## src/tmseq_consts.vh

```
// constants for the 16-bit timer mode sequencer
// assumes inclusion by the sequencer module only
`ifndef TMSEQ_CONSTS_VH
`define TMSEQ_CONSTS_VH

// ----------------------------------------
// register offsets
// ----------------------------------------
`define TMSEQ_ADDR_CTRL    4'h0
`define TMSEQ_ADDR_COUNT   4'h1
`define TMSEQ_ADDR_CMPA    4'h2
`define TMSEQ_ADDR_CMPB    4'h3
`define TMSEQ_ADDR_CAPTOP  4'h4
`define TMSEQ_ADDR_FLAGS   4'h5
`define TMSEQ_ADDR_CMPABUF 4'h6

// ----------------------------------------
// control field positions
// ----------------------------------------
`define TMSEQ_CTRL_WGM_LO  0
`define TMSEQ_CTRL_CSEL_LO 4
`define TMSEQ_CTRL_COMA_LO 8
`define TMSEQ_CTRL_COMB_LO 10
`define TMSEQ_CTRL_DIRA    12
`define TMSEQ_CTRL_DIRB    13

// ----------------------------------------
// flag positions
// ----------------------------------------
`define TMSEQ_FLAG_OVF     0
`define TMSEQ_FLAG_CMPA    1
`define TMSEQ_FLAG_CMPB    2
`define TMSEQ_FLAG_CAP     3

// ----------------------------------------
// reset values and fixed tops
// ----------------------------------------
`define TMSEQ_RST_CTRL     16'h0000
`define TMSEQ_RST_WORD     16'h0000
`define TMSEQ_MAX          16'hffff
`define TMSEQ_TOP8         16'h00ff
`define TMSEQ_TOP9         16'h01ff
`define TMSEQ_TOP10        16'h03ff

// ----------------------------------------
// prescaler terminal counts (factor minus one)
// ----------------------------------------
`define TMSEQ_DIV8         10'h007
`define TMSEQ_DIV64        10'h03f
`define TMSEQ_DIV256       10'h0ff
`define TMSEQ_DIV1024      10'h3ff

`endif

```

## src/tmseq_timer.v

```verilog
// 16-bit timer counting and waveform-mode sequencer with two compare channels
// assumes a synchronous single-clock register port; compare pins are driven with enables
//
// Overview of operation
// mode field picks count sequence; output action never changes stepping.
// normal mode counts up always, no clears, wraps ffff to 0000.
// normal mode sets overflow in the cycle the count becomes zero.
// overflow flag is hardware-set only; cleared by service or software write; here only the software write clears it, service is ignored.
// normal mode accepts counter writes at any time.
// timer tick is clock divided by 1, 8, 64, 256 or 1024.
// mode 4 clears on compare A match, mode 12 on capture-top match.
// clear-on-match top acts immediately; top below count wraps through ffff.
// clear-on-match sets compare A or capture flag on reaching top.
// action 1 in clear-on-match toggles output A; pin needs direction bit.
// clear-on-match sets overflow when count rolls from ffff to zero.
// modes 5,6,7,14,15 are fast pwm: count_floor to top, then restart.
// pwm top 00ff/01ff/03ff, capture-top or compare A; clear next tick.
// register-defined top supports 0003 up to full 16 bits.
// non-inverting sets on match, clears at top-to-count_floor; inverting opposite.
// pwm action 2 non-inverted, action 3 inverted.
// pwm sets overflow at top, plus compare A or capture flag if top register.
// fixed top masks written compare bits above the resolution.
// pwm compare A writes go to buffer, loaded at top with overflow.
// capture-top is unbuffered; below-count write wraps through ffff.
// compare at count_floor gives spike per top+1; at top gives constant level.
// pwm action 1 toggles A only in mode 15.
// software keeps new top at or above every compare value.
// compare buffering only in pwm; otherwise writes go straight in.
// counter write suppresses compare matches on the next tick, even stopped.
// action 0 leaves internal compare output unchanged in every mode.
//
// The register addresses and strobed register access were decided locally.
`default_nettype none
`include "tmseq_consts.vh"

module tmseq_timer #(
  parameter WIDTH = 16
) (
  input  wire             CLK,
  input  wire             ARST_N,
  input  wire [3:0]       ADDR,
  input  wire [WIDTH-1:0] WDATA,
  input  wire             WR,
  input  wire             RD,
  output reg  [WIDTH-1:0] RDATA,
  input  wire [1:0]       CLR_SERVICE,
  output wire [1:0]       COMPARE_OUTPUT,
  output wire [1:0]       COMPARE_OUTPUT_OE
);

  // ----------------------------------------
  // registers
  // ----------------------------------------
  reg  [WIDTH-1:0] ctrl;
  reg  [WIDTH-1:0] count_value;
  wire [WIDTH-1:0] compare_value [0:1];
  reg  [WIDTH-1:0] compare_a_buf;
  reg  [WIDTH-1:0] capture_top_value;
  reg              overflow_flag;
  wire [1:0]       compare_flag;
  reg              capture_flag;
  wire [1:0]       compare_output;
  reg              block_match;
  reg  [9:0]       prescale;

  wire [3:0] waveform_select = ctrl[`TMSEQ_CTRL_WGM_LO+3:`TMSEQ_CTRL_WGM_LO];
  wire [2:0] clock_select    = ctrl[`TMSEQ_CTRL_CSEL_LO+2:`TMSEQ_CTRL_CSEL_LO];
  wire [1:0] pin_direction_bit = {ctrl[`TMSEQ_CTRL_DIRB], ctrl[`TMSEQ_CTRL_DIRA]};
  wire [1:0] output_action_select [0:1];
  assign output_action_select[0] = ctrl[`TMSEQ_CTRL_COMA_LO+1:`TMSEQ_CTRL_COMA_LO];
  assign output_action_select[1] = ctrl[`TMSEQ_CTRL_COMB_LO+1:`TMSEQ_CTRL_COMB_LO];

  // ----------------------------------------
  // prescaler
  // ----------------------------------------
  reg tick;
  always @* begin
    case (clock_select)
      3'h1:    tick = 1'b1;
      3'h2:    tick = ((prescale & `TMSEQ_DIV8) == `TMSEQ_DIV8);
      3'h3:    tick = ((prescale & `TMSEQ_DIV64) == `TMSEQ_DIV64);
      3'h4:    tick = ((prescale & `TMSEQ_DIV256) == `TMSEQ_DIV256);
      3'h5:    tick = (prescale == `TMSEQ_DIV1024);
      default: tick = 1'b0;
    endcase
  end

  always @(posedge CLK or negedge ARST_N) begin
    if (!ARST_N) begin
      prescale <= 10'h000;
    end else if (clock_select == 3'h0) begin
      prescale <= 10'h000;
    end else begin
      prescale <= prescale + 10'h001;
    end
  end

  // ----------------------------------------
  // mode decode
  // ----------------------------------------
  wire mode_normal = (waveform_select == 4'h0);
  wire clear_on_match_mode = (waveform_select == 4'h4) || (waveform_select == 4'hc);
  wire mode_fast = (waveform_select == 4'h5) || (waveform_select == 4'h6) ||
                   (waveform_select == 4'h7) || (waveform_select == 4'he) ||
                   (waveform_select == 4'hf);
  wire top_is_cmpa = (waveform_select == 4'h4) || (waveform_select == 4'hf);
  wire top_is_cap  = (waveform_select == 4'hc) || (waveform_select == 4'he);

  reg [WIDTH-1:0] top_value;
  always @* begin
    case (waveform_select)
      4'h5:    top_value = `TMSEQ_TOP8;
      4'h6:    top_value = `TMSEQ_TOP9;
      4'h7:    top_value = `TMSEQ_TOP10;
      4'h4:    top_value = compare_value[0];
      4'hf:    top_value = compare_value[0];
      4'hc:    top_value = capture_top_value;
      4'he:    top_value = capture_top_value;
      default: top_value = `TMSEQ_MAX;
    endcase
  end

  // mask for fixed tops
  wire [WIDTH-1:0] write_mask = (waveform_select == 4'h5 || waveform_select == 4'h6 ||
                                 waveform_select == 4'h7) ? top_value : `TMSEQ_MAX;

  // top compare is exact equality so a top below the count is missed
  wire at_top  = (mode_fast || clear_on_match_mode) && (count_value == top_value);
  wire at_max  = (count_value == `TMSEQ_MAX);
  wire step    = tick;
  wire matches_live = !block_match;
  wire count_wr = WR && (ADDR == `TMSEQ_ADDR_COUNT);

  wire [WIDTH-1:0] next_count = at_top ? `TMSEQ_RST_WORD : count_value + 16'h0001;
  wire ovf_event = step && (mode_fast ? at_top : at_max);
  wire top_event = step && at_top && matches_live;

  // ----------------------------------------
  // counter and match blocking
  // ----------------------------------------
  always @(posedge CLK or negedge ARST_N) begin
    if (!ARST_N) begin
      count_value <= `TMSEQ_RST_WORD;
      block_match <= 1'b0;
    end else begin
      if (count_wr) begin
        count_value <= WDATA;
      end else if (step) begin
        count_value <= next_count;
      end
      if (count_wr) begin
        block_match <= 1'b1;
      end else if (step) begin
        block_match <= 1'b0;
      end
    end
  end

  // ----------------------------------------
  // compare channels, outputs and flags
  // ----------------------------------------
  wire [1:0] cmp_event;
  genvar gi;
  generate
    for (gi = 0; gi < 2; gi = gi + 1) begin : g_cmp
      wire hit = step && matches_live && (count_value == compare_value[gi]);
      wire wr_hit = WR && (ADDR == (gi == 0 ? `TMSEQ_ADDR_CMPA : `TMSEQ_ADDR_CMPB));
      assign cmp_event[gi] = hit;
      reg             out_q;
      reg [WIDTH-1:0] cmp_q;
      reg             flag_q;
      assign compare_output[gi] = out_q;
      assign compare_value[gi]  = cmp_q;
      assign compare_flag[gi]   = flag_q;
      reg next_out;
      always @* begin
        next_out = compare_output[gi];
        if (mode_fast) begin
          case (output_action_select[gi])
            2'h1: if (hit && gi == 0 && waveform_select == 4'hf) next_out = ~compare_output[gi];
            2'h2: begin
              if (step && at_top) next_out = 1'b0;
              if (hit) next_out = 1'b1;
            end
            2'h3: begin
              if (step && at_top) next_out = 1'b1;
              if (hit) next_out = 1'b0;
            end
            default: next_out = compare_output[gi];
          endcase
        end else begin
          case (output_action_select[gi])
            2'h1: if (hit) next_out = ~compare_output[gi];
            2'h2: if (hit) next_out = 1'b0;
            2'h3: if (hit) next_out = 1'b1;
            default: next_out = compare_output[gi];
          endcase
        end
      end
      always @(posedge CLK or negedge ARST_N) begin
        if (!ARST_N) begin
          out_q  <= 1'b0;
          cmp_q  <= `TMSEQ_RST_WORD;
          flag_q <= 1'b0;
        end else begin
          out_q <= next_out;
          if (gi == 0 && mode_fast && step && at_top) begin
            cmp_q <= compare_a_buf;
          end else if (wr_hit && !(gi == 0 && mode_fast)) begin
            cmp_q <= WDATA & write_mask;
          end
          if (hit || (gi == 0 && top_is_cmpa && top_event)) begin
            flag_q <= 1'b1;
          end else if ((WR && ADDR == `TMSEQ_ADDR_FLAGS && WDATA[`TMSEQ_FLAG_CMPA + gi]) ||
                       CLR_SERVICE[gi]) begin
            flag_q <= 1'b0;
          end
        end
      end
      assign COMPARE_OUTPUT[gi]    = compare_output[gi] & pin_direction_bit[gi];
      assign COMPARE_OUTPUT_OE[gi] = pin_direction_bit[gi] &&
                                     (output_action_select[gi] != 2'h0);
    end
  endgenerate

  always @(posedge CLK or negedge ARST_N) begin
    if (!ARST_N) begin
      ctrl              <= `TMSEQ_RST_CTRL;
      compare_a_buf     <= `TMSEQ_RST_WORD;
      capture_top_value <= `TMSEQ_RST_WORD;
      overflow_flag     <= 1'b0;
      capture_flag      <= 1'b0;
    end else begin
      if (WR && ADDR == `TMSEQ_ADDR_CTRL) begin
        ctrl <= WDATA;
      end
      if (WR && ADDR == `TMSEQ_ADDR_CMPA) begin
        compare_a_buf <= WDATA & write_mask;
      end
      if (WR && ADDR == `TMSEQ_ADDR_CAPTOP) begin
        capture_top_value <= WDATA;
      end
      if (ovf_event) begin
        overflow_flag <= 1'b1;
      end else if ((WR && ADDR == `TMSEQ_ADDR_FLAGS && WDATA[`TMSEQ_FLAG_OVF]) || CLR_SERVICE[0] && 1'b0) begin
        overflow_flag <= 1'b0;
      end
      if (top_is_cap && top_event) begin
        capture_flag <= 1'b1;
      end else if (WR && ADDR == `TMSEQ_ADDR_FLAGS && WDATA[`TMSEQ_FLAG_CAP]) begin
        capture_flag <= 1'b0;
      end
    end
  end

  // ----------------------------------------
  // read port
  // ----------------------------------------
  always @(posedge CLK or negedge ARST_N) begin
    if (!ARST_N) begin
      RDATA <= `TMSEQ_RST_WORD;
    end else if (RD) begin
      case (ADDR)
        `TMSEQ_ADDR_CTRL:    RDATA <= ctrl;
        `TMSEQ_ADDR_COUNT:   RDATA <= count_value;
        `TMSEQ_ADDR_CMPA:    RDATA <= compare_value[0];
        `TMSEQ_ADDR_CMPB:    RDATA <= compare_value[1];
        `TMSEQ_ADDR_CAPTOP:  RDATA <= capture_top_value;
        `TMSEQ_ADDR_FLAGS:   RDATA <= {12'h000, capture_flag, compare_flag, overflow_flag};
        `TMSEQ_ADDR_CMPABUF: RDATA <= compare_a_buf;
        default:             RDATA <= `TMSEQ_RST_WORD;
      endcase
    end else begin
      RDATA <= `TMSEQ_RST_WORD;
    end
  end

endmodule // tmseq_timer
`default_nettype wire

```

## config.mk

```make
export PLATFORM = sky130hd
export DESIGN_NAME = tmseq_timer
export DESIGN_NICKNAME = d
export VERILOG_FILES = /design/src/tmseq_timer.v
export VERILOG_INCLUDE_DIRS = /design/src /design/src/src
export SDC_FILE = /design/constraint.sdc
export NUM_CORES = 1
export LEC_CHECK = 0
export BUFFER_PORTS_ARGS = -buffer_cell sky130_fd_sc_hd__buf_4
export CAP_MARGIN = 20
export CORE_UTILIZATION = 38
export CTS_CLUSTER_SIZE = 8
export DETAILED_ROUTE_END_ITERATION = 10
export PLACE_DENSITY = 0.66
export SKIP_CTS_REPAIR_TIMING = 1
export SYNTH_ARGS = -nofsm -noshare
export SYNTH_HDL_FRONTEND = slang
export SYNTH_SLANG_ARGS = --single-unit
```

## constraint.sdc

```tcl
create_clock -name CLK -period 3.15 [get_ports CLK]
set_input_delay 0.1575 -clock CLK [delete_from_list [all_inputs] [get_ports CLK]]
set_output_delay 0.1575 -clock CLK [all_outputs]
set_load 0.03 [all_outputs]
```

==> results of run 1 <==
placed cells by master, fill, tap and decap left out, types with 5 or more instances in the layout:
cell type	n
nand4_1	5
nand2_1	82
a221o_1	16
inv_1	15
a21oi_1	16
clkbuf_16	17
o21ai_0	34
o22ai_1	5
a22oi_1	40
nor4b_1	5
nor2_1	41
nand3_1	34
nand4b_1	7
xnor2_1	5
and2_1	15
inv_6	6
buf_4	80
a211oi_1	5
nor4_1	22
and3_1	15
dfrtp_1	129
a221oi_1	5
or4_1	6
mux2_2	48
nor3_1	9
xor2_1	39
nor2b_1	12
a31oi_1	17
o211ai_1	6
or3_1	5
kinds of logic after synthesis:
group / Yosys count / share of synthesized area (%)
and+or+nand+nor: 283 / 19.8
AOI/OAI and AO/OA: 193 / 18.9
DFF: 129 / 43.1
buffers and inverters: 74 / 4.50
muxes: 52 / 7.81
xor gates and xnor gates: 44 / 5.15
adders and majority gates: 4 / 0.669
critical path, delay by kind of cell (launching register included):
family | cells | cell delay [ns]
AND/OR/NAND/NOR | 5 | 1.32
AO/OA/AOI/OAI | 3 | 1.13
flip-flops | 1 | 0.49
metal layers:
metal,GRT usage (%),share of wire [%],wire (um)
met3,6.26,7.7,1880
met4,9.51,2.8,696
met1,35.0,45,10900
met2,39.1,45,11000
met5,0,0,0
state kept, by name, indices dropped and copies added, names as in the netlist:
signal             count
g_cmp.cmp_q           32
RDATA                 16
capture_top_value     16
compare_a_buf         16
count_value           16
ctrl                  16
prescale              10
g_cmp.flag_q           2
g_cmp.out_q            2
block_match            1
capture_flag           1
overflow_flag          1
report_power, final:
part	switching (mW)	internal, mW	leakage [nW]
registers	0.579	2.03	1.60
logic	1.28	1.01	1.80
clock network	0.846	1.11	0.272
total	2.70	4.14	3.67
worst paths after layout:
kind / startpoint / end / cells past startpoint
max in group asynchronous: ARST_N / compare_a_buf[12] / 3
min in group asynchronous: ARST_N / compare_a_buf[3] / 2
min reg2reg: prescale[0] / prescale[0] / 1
max reg2reg: ctrl[3] / g_cmp[0].cmp_q[10] / 8
max: ctrl[3] / g_cmp[0].cmp_q[10] / 8
min: WDATA[9] / count_value[9] / 3
through the flow:
step	std cells	setup slack [ns]
finish	1101	0.121
detailed placement	1063	0.124
floorplan	779	0.588
CTS	1095	0.117
global route	1101	0.0478
global placement	1063	0.195
layout make-up:
type / count / area [um^2]
timing repair buffer: 89 / 717
clock inverter: 15 / 150
tap: 260 / 325
sequential: 129 / 3230
fill: 1852 / 10200
multi-input combinational: 576 / 3950
clock buffer: 17 / 425
inverter: 15 / 56.3
==> impl_metrics.csv, run 1 <==
group,metric,value,unit
status,outcome,"finished, violations left",
status,violations,"negative hold slack",
sta,setup_tns,0,ns
logic_synthesis,synth-seq-cells,129,
sta,final-hold-violation-count,1,
sta,whs,-0.00968,ns
critical_path,path_cells,"or3_1, nor2_1, nor4b_1, and3_1, a211o_1, and4b_1, a31oi_4, a221o_1",
layout,area_growth,18.2,%
power_and_ir_drop,power.leakage,3.67,nW
placed_design,routabilityCongestion,0.940,
critical_path,reg2reg_setup_slack,0.12,ns
grt,antenna_found_initial,0,
routing,dr.pass1.iters,7,
routing,via_count,6646,
die,fp.coreArea,19000,um^2
logic_synthesis,synthArstFlopShare,100,%
grt,grt_overflow_total,0,
power_and_ir_drop,power,6.85,mW
critical_path,critPathMaxFanout,15,
routing,viasPerCell,6.04,
clocking,clock_tree.root_cell,"clkbuf_16",
logic_synthesis,syn_area_per_cell,9.61,um^2
logic_synthesis,synth-edff-count,0,
grt,grt_use_total,25.6,%
logic_synthesis,syn-instance-count,779,
grt,grt_pass1_wl,38.3,mm
logic_synthesis,yosysTopAreaCell,"dfrtp_1",
clocking,clock_sinks,129,
sta,fin_crit,3.03,ns
die,die_y,142,um
placed_design,portBuffers,45,
clocking,cts.clk_slew.worst_paths,0.06,ns
critical_path,critPathCaptureType,"flip-flop",
layout,final_area,8850,um^2
sta,setup_viol,0,
critical_path,setup.worst_path.class,"reg2reg",
logic_synthesis,synth_area_leaders,"dfrtp_1 (43%), mux2_2 (7.2%), xor2_1 (4.6%)",
critical_path,critPathMaxStageDelay,0.57,ns
logic_synthesis,yosys-top-cells-count,"dfrtp_1 (129), nand2_1 (82), mux2_2 (48)",
die,die_x,142,um
logic_synthesis,ys_warn_count,0,
die,rows,50,
sta,timing.final.crit_share,96.1,%
sta,rsz0062_at_grt,"no",
sta,skew,0.0130,ns
min_path,hold_class,"in2reg",
routing,drc,0,
logic_synthesis,synth_ff_type,"dfrtp_1",
clocking,clock_path_buffers,2,
sta,slew_headroom,31.9,%
critical_path,crit_path_top_delay_cell,"a31oi_4",
job,max-cap-violations,0,
critical_path,arrival,3.39,ns
sta,finalMaxSlewViolations,0,
logic_synthesis,synth_fp_nets,809,
power_and_ir_drop,p_per_area,774,nW/um^2
layout,fin_util,46.5,%
clocking,cts_tree,"built",
layout,nNetsFinal,858,
layout,antenna-diode-count,0,
logic_synthesis,synth_seq_area_share,43.1,%
routing,dr.first_iter.drc_count,641,
routing,drtAntennaViolNets,0,
die,start_util,39.3,%
placed_design,dpl_cell_area,8210,um^2
logic_synthesis,ys_types,72,
sta,max_freq,0.330,GHz
die,dieArea,20300,um^2
clocking,htree_num_levels,4,
clocking,cts_buffers,17,
grt,grt_start_max_net_pins,71,
sta,tightest_slew,1.02,ns
layout,drive_gt1_share,21.6,%
routing,wirelength,24.5,mm
clocking,clock_latency,0.43,ns
critical_path,start_kind,"flip-flop",
logic_synthesis,synth_area,7480,um^2
logic_synthesis,yosysMostFrequentCell,"dfrtp_1",
routing,wire_per_inst,22.2,um
grt,grt_pass1_vias,6483,
placed_design,dp_hpwl,17.1,mm
critical_path,crit_required,3.52,ns
logic_synthesis,synth_top_area_share,43.1,%
power_and_ir_drop,irDropWorstVdd,0.494,mV
die,io_pins,46,
No activity file was read; power rests on OpenSTA's default activity.
==> run 2, diff against run 1 <==
==> constraint.sdc (replaced) <==
create_clock -name CLK -period 3.15 [get_ports CLK]
set_input_delay 0.315 -clock CLK [delete_from_list [all_inputs] [get_ports CLK]]
set_output_delay 0.315 -clock CLK [all_outputs]
set_load 0.03 [all_outputs]
==> impl_metrics.csv, run 2 (synthesis results as in run 1) <==
group,metric,value,unit
layout,drive_gt1_share,22.0,%
routing,dr.pass1.iters,5,
sta,skew,0.00985,ns
power_and_ir_drop,irDropWorstVdd,0.432,mV
routing,viasPerCell,6.12,
min_path,hold_class,"in2reg",
critical_path,reg2regPathDepth,8,
die,dieArea,20300,um^2
placed_design,portBuffers,45,
placed_design,dpl_cell_area,8220,um^2
critical_path,critPathCaptureType,"flip-flop",
sta,timing.final.crit_share,96.3,%
clocking,htree_num_levels,4,
sta,setup_tns,0,ns
critical_path,crit_required,3.52,ns
layout,area_growth,18.5,%
critical_path,setup.worst_path.class,"reg2reg",
sta,fin_crit,3.03,ns
layout,most-common-layout-cells,"dfrtp_1 (129), buf_4 (86), nand2_1 (82), mux2_2 (48), nor2_1 (41)",
grt,grt_pass1_wl,38.3,mm
critical_path,rr_startpoint,"ctrl[3]",
critical_path,start_kind,"flip-flop",
die,rows,50,
power_and_ir_drop,power.switching,2.71,mW
critical_path,reg2reg_setup_slack,0.12,ns
placed_design,dp_hpwl,17.3,mm
routing,dr.first_iter.drc_count,652,
die,die_y,142,um
critical_path,critPathMaxFanout,15,
sta,max_freq,0.330,GHz
grt,antenna_found_initial,0,
job,max-cap-violations,0,
status,outcome,"completed",
die,io_pins,46,
clocking,clock_latency,0.43,ns
placed_design,dp.cells,1066,
clocking,clock_sinks,129,
critical_path,startpoint,"ctrl[3]",
power_and_ir_drop,p_int,4.29,mW
clocking,cts_buffers,17,
power_and_ir_drop,clock_power_share,30.2,%
layout,largest_reg_flops,32,
layout,final_area,8870,um^2
clocking,cts.clk_slew.worst_paths,0.06,ns
critical_path,path_cells,"or3_1, nor2_1, nor4b_1, and3_1, a211o_1, and4b_1, a31oi_4, a221o_1",
power_and_ir_drop,power_frac_seq,37.5,%
clocking,cts_tree,"built",
routing,drtAntennaViolNets,0,
clocking,clock_path_buffers,2,
power_and_ir_drop,p_sw_share,38.6,%
die,die_x,142,um
sta,setup_viol,0,
layout,nNetsFinal,858,
sta,slew_headroom,29.4,%
sta,finalMaxSlewViolations,0,
routing,wirelength,24.5,mm
sta,tightest_slew,1.05,ns
grt,grt_start_max_net_pins,80,
die,start_util,39.3,%
critical_path,r2r-end,"g_cmp[0].cmp_q[1]",
grt,grt_use_total,25.5,%
layout,antenna-diode-count,0,
sta,fin_ws,0.117,ns
grt,grt_overflow_total,0,
routing,drc,0,
placed_design,dp_slack,0.0975,ns
critical_path,critPathMaxStageDelay,0.57,ns
sta,rsz0062_at_grt,"no",
routing,wire_per_inst,22.3,um
layout,final_common_cell,"dfrtp_1",
power_and_ir_drop,combPwrFrac,32.3,%
sta,final-hold-violation-count,0,
critical_path,crit_path_top_delay_cell,"a31oi_4",
power_and_ir_drop,power.leakage,3.69,nW
critical_path,arrival,3.40,ns
grt,grt_pass1_vias,6384,
routing,via_count,6736,
placed_design,routabilityCongestion,0.957,
die,fp.coreArea,19000,um^2
critical_path,cp-endpoint,"g_cmp[0].cmp_q[1]",
clocking,clock_tree.root_cell,"clkbuf_16",
layout,layout.cells.non_filler,1101,
layout,top_register,"g_cmp.cmp_q",
power_and_ir_drop,p_per_area,789,nW/um^2
[run 2: per-stage QoR]
| stage | hold WS, ns | util, % | total power [mW] |
|---|---|---|---|
| after floorplan | 0.0194 | - | 4.01 |
| after global placement | 0.415 | 43.2 | 4.83 |
| after detailed placement | 0.413 | 43.2 | 4.84 |
| after CTS | -0.0488 | 46.5 | 6.97 |
| after global routing | 0.132 | 46.6 | 7.35 |
| final | 0.135 | 46.6 | 7.00 |
[run 2: worst min-delay path by stage]
stage,from,end,slack [ns],depth (start not counted)
after floorplan,ARST_N,RDATA[0],0.02,0
after global placement,ARST_N,count_value[2],0.42,1
after detailed placement,ARST_N,count_value[2],0.41,1
after CTS,ARST_N,count_value[2],-0.05,1
after global routing,CLR_SERVICE[0],g_cmp[0].flag_q,0.13,3
final,CLR_SERVICE[0],g_cmp[0].flag_q,0.13,3
[run 2: area by class of cell]
cell class / instances / area [um^2]
Clock buffer: 17 / 425
Clock inverter: 15 / 199
Fill cell: 1802 / 10200
Inverter: 15 / 56.3
Multi-Input combinational cell: 576 / 3950
Sequential cell: 129 / 3230
Tap cell: 260 / 325
Timing Repair Buffer: 89 / 687
[run 2: worst max-delay path, delay by kind of cell (launching register included)]
| kind | cells | cell delay (ns) |
|---|---|---|
| AOI/OAI and AO/OA | 3 | 1.13 |
| DFF | 1 | 0.46 |
| and+or+nand+nor | 5 | 1.37 |
[run 2: routing by layer]
metal | GRT usage, % | part of all wire, %
met5 | 0 | 0
met4 | 8.94 | 1.9
met3 | 4.44 | 7.7
met2 | 39.4 | 46
met1 | 36.0 | 45
[run 2: power groups by stage]
stage | combinational (mW) | clock [mW] | sequential [mW]
4_1_cts | 2.23 | 2.14 | 2.60
6_report | 2.26 | 2.11 | 2.63
3_5_place_dp | 2.21 | 0 | 2.62
3_3_place_gp | 2.21 | 0 | 2.62
2_1_floorplan | 1.70 | 0 | 2.31
5_1_grt | 2.47 | 2.22 | 2.66
==> run 3, diff against run 2 <==
MAX_ROUTING_LAYER = met4   (was unset)
PLACE_DENSITY = unset   (was 0.66)
SKIP_CTS_REPAIR_TIMING = unset   (was 1)
==> impl_metrics.csv, run 3 (synthesis results as in run 1) <==
group,metric,value,unit
critical_path,cp_top_family,"simple AND/OR/NAND/NOR gates",
layout,area_growth,18.9,%
routing,viasPerCell,5.99,
layout,most-common-layout-cells,"dfrtp_1 (129), buf_4 (83), nand2_1 (82), mux2_2 (48), nor2_1 (41)",
die,rows,50,
critical_path,cp_num_buf_inv,0,
routing,drc,0,
critical_path,crit_required,3.51,ns
grt,grt_start_max_net_pins,73,
layout,final_common_cell,"dfrtp_1",
critical_path,critPathMaxFanout,15,
clocking,clock_latency,0.43,ns
die,die_y,142,um
die,start_util,39.3,%
sta,slew_headroom,40.1,%
clocking,postCtsResizedCells,0,
critical_path,path_cells,"or3_1, nor2_1, nor4b_1, and3_1, a211o_1, and4b_1, a31oi_4, a221o_1",
layout,drive_gt1_share,21.8,%
sta,max_freq,0.331,GHz
die,die_x,142,um
clocking,cts_buffers,17,
clocking,cts_tree,"built",
layout,n_fill_cell,1819,
sta,setup_viol,0,
critical_path,arrival,3.38,ns
routing,drtAntennaViolNets,0,
power_and_ir_drop,p_per_area,792,nW/um^2
power_and_ir_drop,power,7.05,mW
sta,rsz0062_at_grt,"no",
critical_path,reg2reg_setup_slack,0.13,ns
critical_path,reg2regPathDepth,8,
status,outcome,"completed",
grt,grt_pass1_vias,6429,
power_and_ir_drop,power.leakage,3.70,nW
sta,tightest_slew,0.896,ns
critical_path,setup.worst_path.class,"reg2reg",
placed_design,routabilityCongestion,0.947,
routing,wire_per_inst,22.4,um
critical_path,critPathMaxStageDelay,0.53,ns
placed_design,dp_slack,0.0980,ns
clocking,clock_sinks,129,
sta,fin_ws,0.133,ns
routing,wirelength,24.7,mm
sta,fin_crit,3.02,ns
layout,largest_reg_flops,32,
layout,nNetsFinal,858,
critical_path,rr_startpoint,"ctrl[1]",
clocking,clock_path_buffers,2,
die,fp.coreArea,19000,um^2
die,dieArea,20300,um^2
clocking,cts.clk_slew.worst_paths,0.07,ns
grt,grt_pass1_wl,38.9,mm
min_path,hold_class,"in2reg",
critical_path,crit_cells,8,
grt,grt_use_total,26.8,%
min_path,hp-start,"CLR_SERVICE[0]",
routing,via_count,6596,
critical_path,crit_path_top_delay_cell,"or3_1",
layout,top_register,"g_cmp.cmp_q",
placed_design,dp_hpwl,17.6,mm
critical_path,r2r-end,"g_cmp[0].cmp_q[12]",
clocking,htree_num_levels,4,
placed_design,portBuffers,45,
job,max-cap-violations,0,
sta,timing.final.crit_share,95.8,%
die,io_pins,46,
routing,dr.first_iter.drc_count,530,
grt,grt_overflow_total,0,
grt,antenna_found_initial,1,
sta,final-hold-violation-count,0,
min_path,hold-path-cell-count,3,
sta,skew,0.0112,ns
routing,dr.pass1.iters,8,
sta,setup_tns,0,ns
min_path,worstHoldEndpoint,"g_cmp[0].flag_q",
power_and_ir_drop,irDropWorstVdd,0.401,mV
clocking,clock_tree.root_cell,"clkbuf_16",
critical_path,critPathCaptureType,"flip-flop",
critical_path,start_kind,"flip-flop",
sta,finalMaxSlewViolations,0,
run 3: cell count changes in the layout (fill, tap and decap cells not counted):
cell	previous run	this run
buf_4	86	83
bufinv_16	3	4
clkbuf_1	0	2
inv_6	7	4
clkinv_4	1	2
clkbuf_4	0	1
clkinv_8	1	0
clkinvlp_4	3	2
inv_8	0	1
buf_12	1	3
diode_2	0	1
run 3: worst max path at each step:
stage                        from                 end
after floorplan           ctrl[3]  g_cmp[0].cmp_q[13]
after global placement    ctrl[1]   g_cmp[0].cmp_q[7]
after detailed placement  ctrl[1]  g_cmp[0].cmp_q[12]
after CTS                 ctrl[1]  g_cmp[0].cmp_q[12]
after global routing      ctrl[1]      g_cmp[0].out_q
final                     ctrl[1]  g_cmp[0].cmp_q[12]
run 3: per-stage QoR:
step | std cells | area, um^2 | hold slack, ns | utilization [%]
after CTS | 1099 | 8870 | 0.114 | 46.6
after detailed placement | 1066 | 8230 | 0.321 | 43.3
after global placement | 1066 | 8230 | 0.323 | 43.3
final | 1102 | 8900 | 0.125 | 46.8
after floorplan | 779 | 7480 | 0.0194 | -
after global routing | 1102 | 8900 | 0.119 | 46.8
run 3: tightest hold or removal path: cells and delay by family:
kind          cells  cell delay (ns)
simple gates      2             0.13
buf+inv           1             0.07
run 3: timing repair:
item,4_1_cts,5_1_grt
hold buffers,1,0
setup buffers,0,1
hold endpoints to repair,57,0
setup endpoints to repair,0,15
run 3: cell type report:
class / instances / area (um^2) / share of cell area (%)
repair buffers: 89 / 712 / 8.00
inverters: 15 / 56.3 / 0.633
well taps: 260 / 325 / 3.65
clock inverters: 13 / 199 / 2.24
clock buffers: 19 / 433 / 4.86
multi-input cells: 576 / 3950 / 44.3
flip-flops and latches: 129 / 3230 / 36.3
diodes: 1 / 2.50 / 0.0281
run 3: layer usage:
| metal | global-route usage [%] | up-vias | wire length (um) |
|---|---|---|---|
| met3 | 5.89 | 39 | 2080 |
| met5 | - | - | 0 |
| li1 | - | 3020 | - |
| met4 | 8.38 | 0 | 489 |
| met2 | 39.8 | 294 | 11300 |
| met1 | 36.2 | 3243 | 10900 |
run 3: report_power, final:
part | internal (mW) | switching, mW
sequential | 2.03 | 0.576
combinational | 1.01 | 1.27
clock | 1.34 | 0.820
total | 4.38 | 2.67
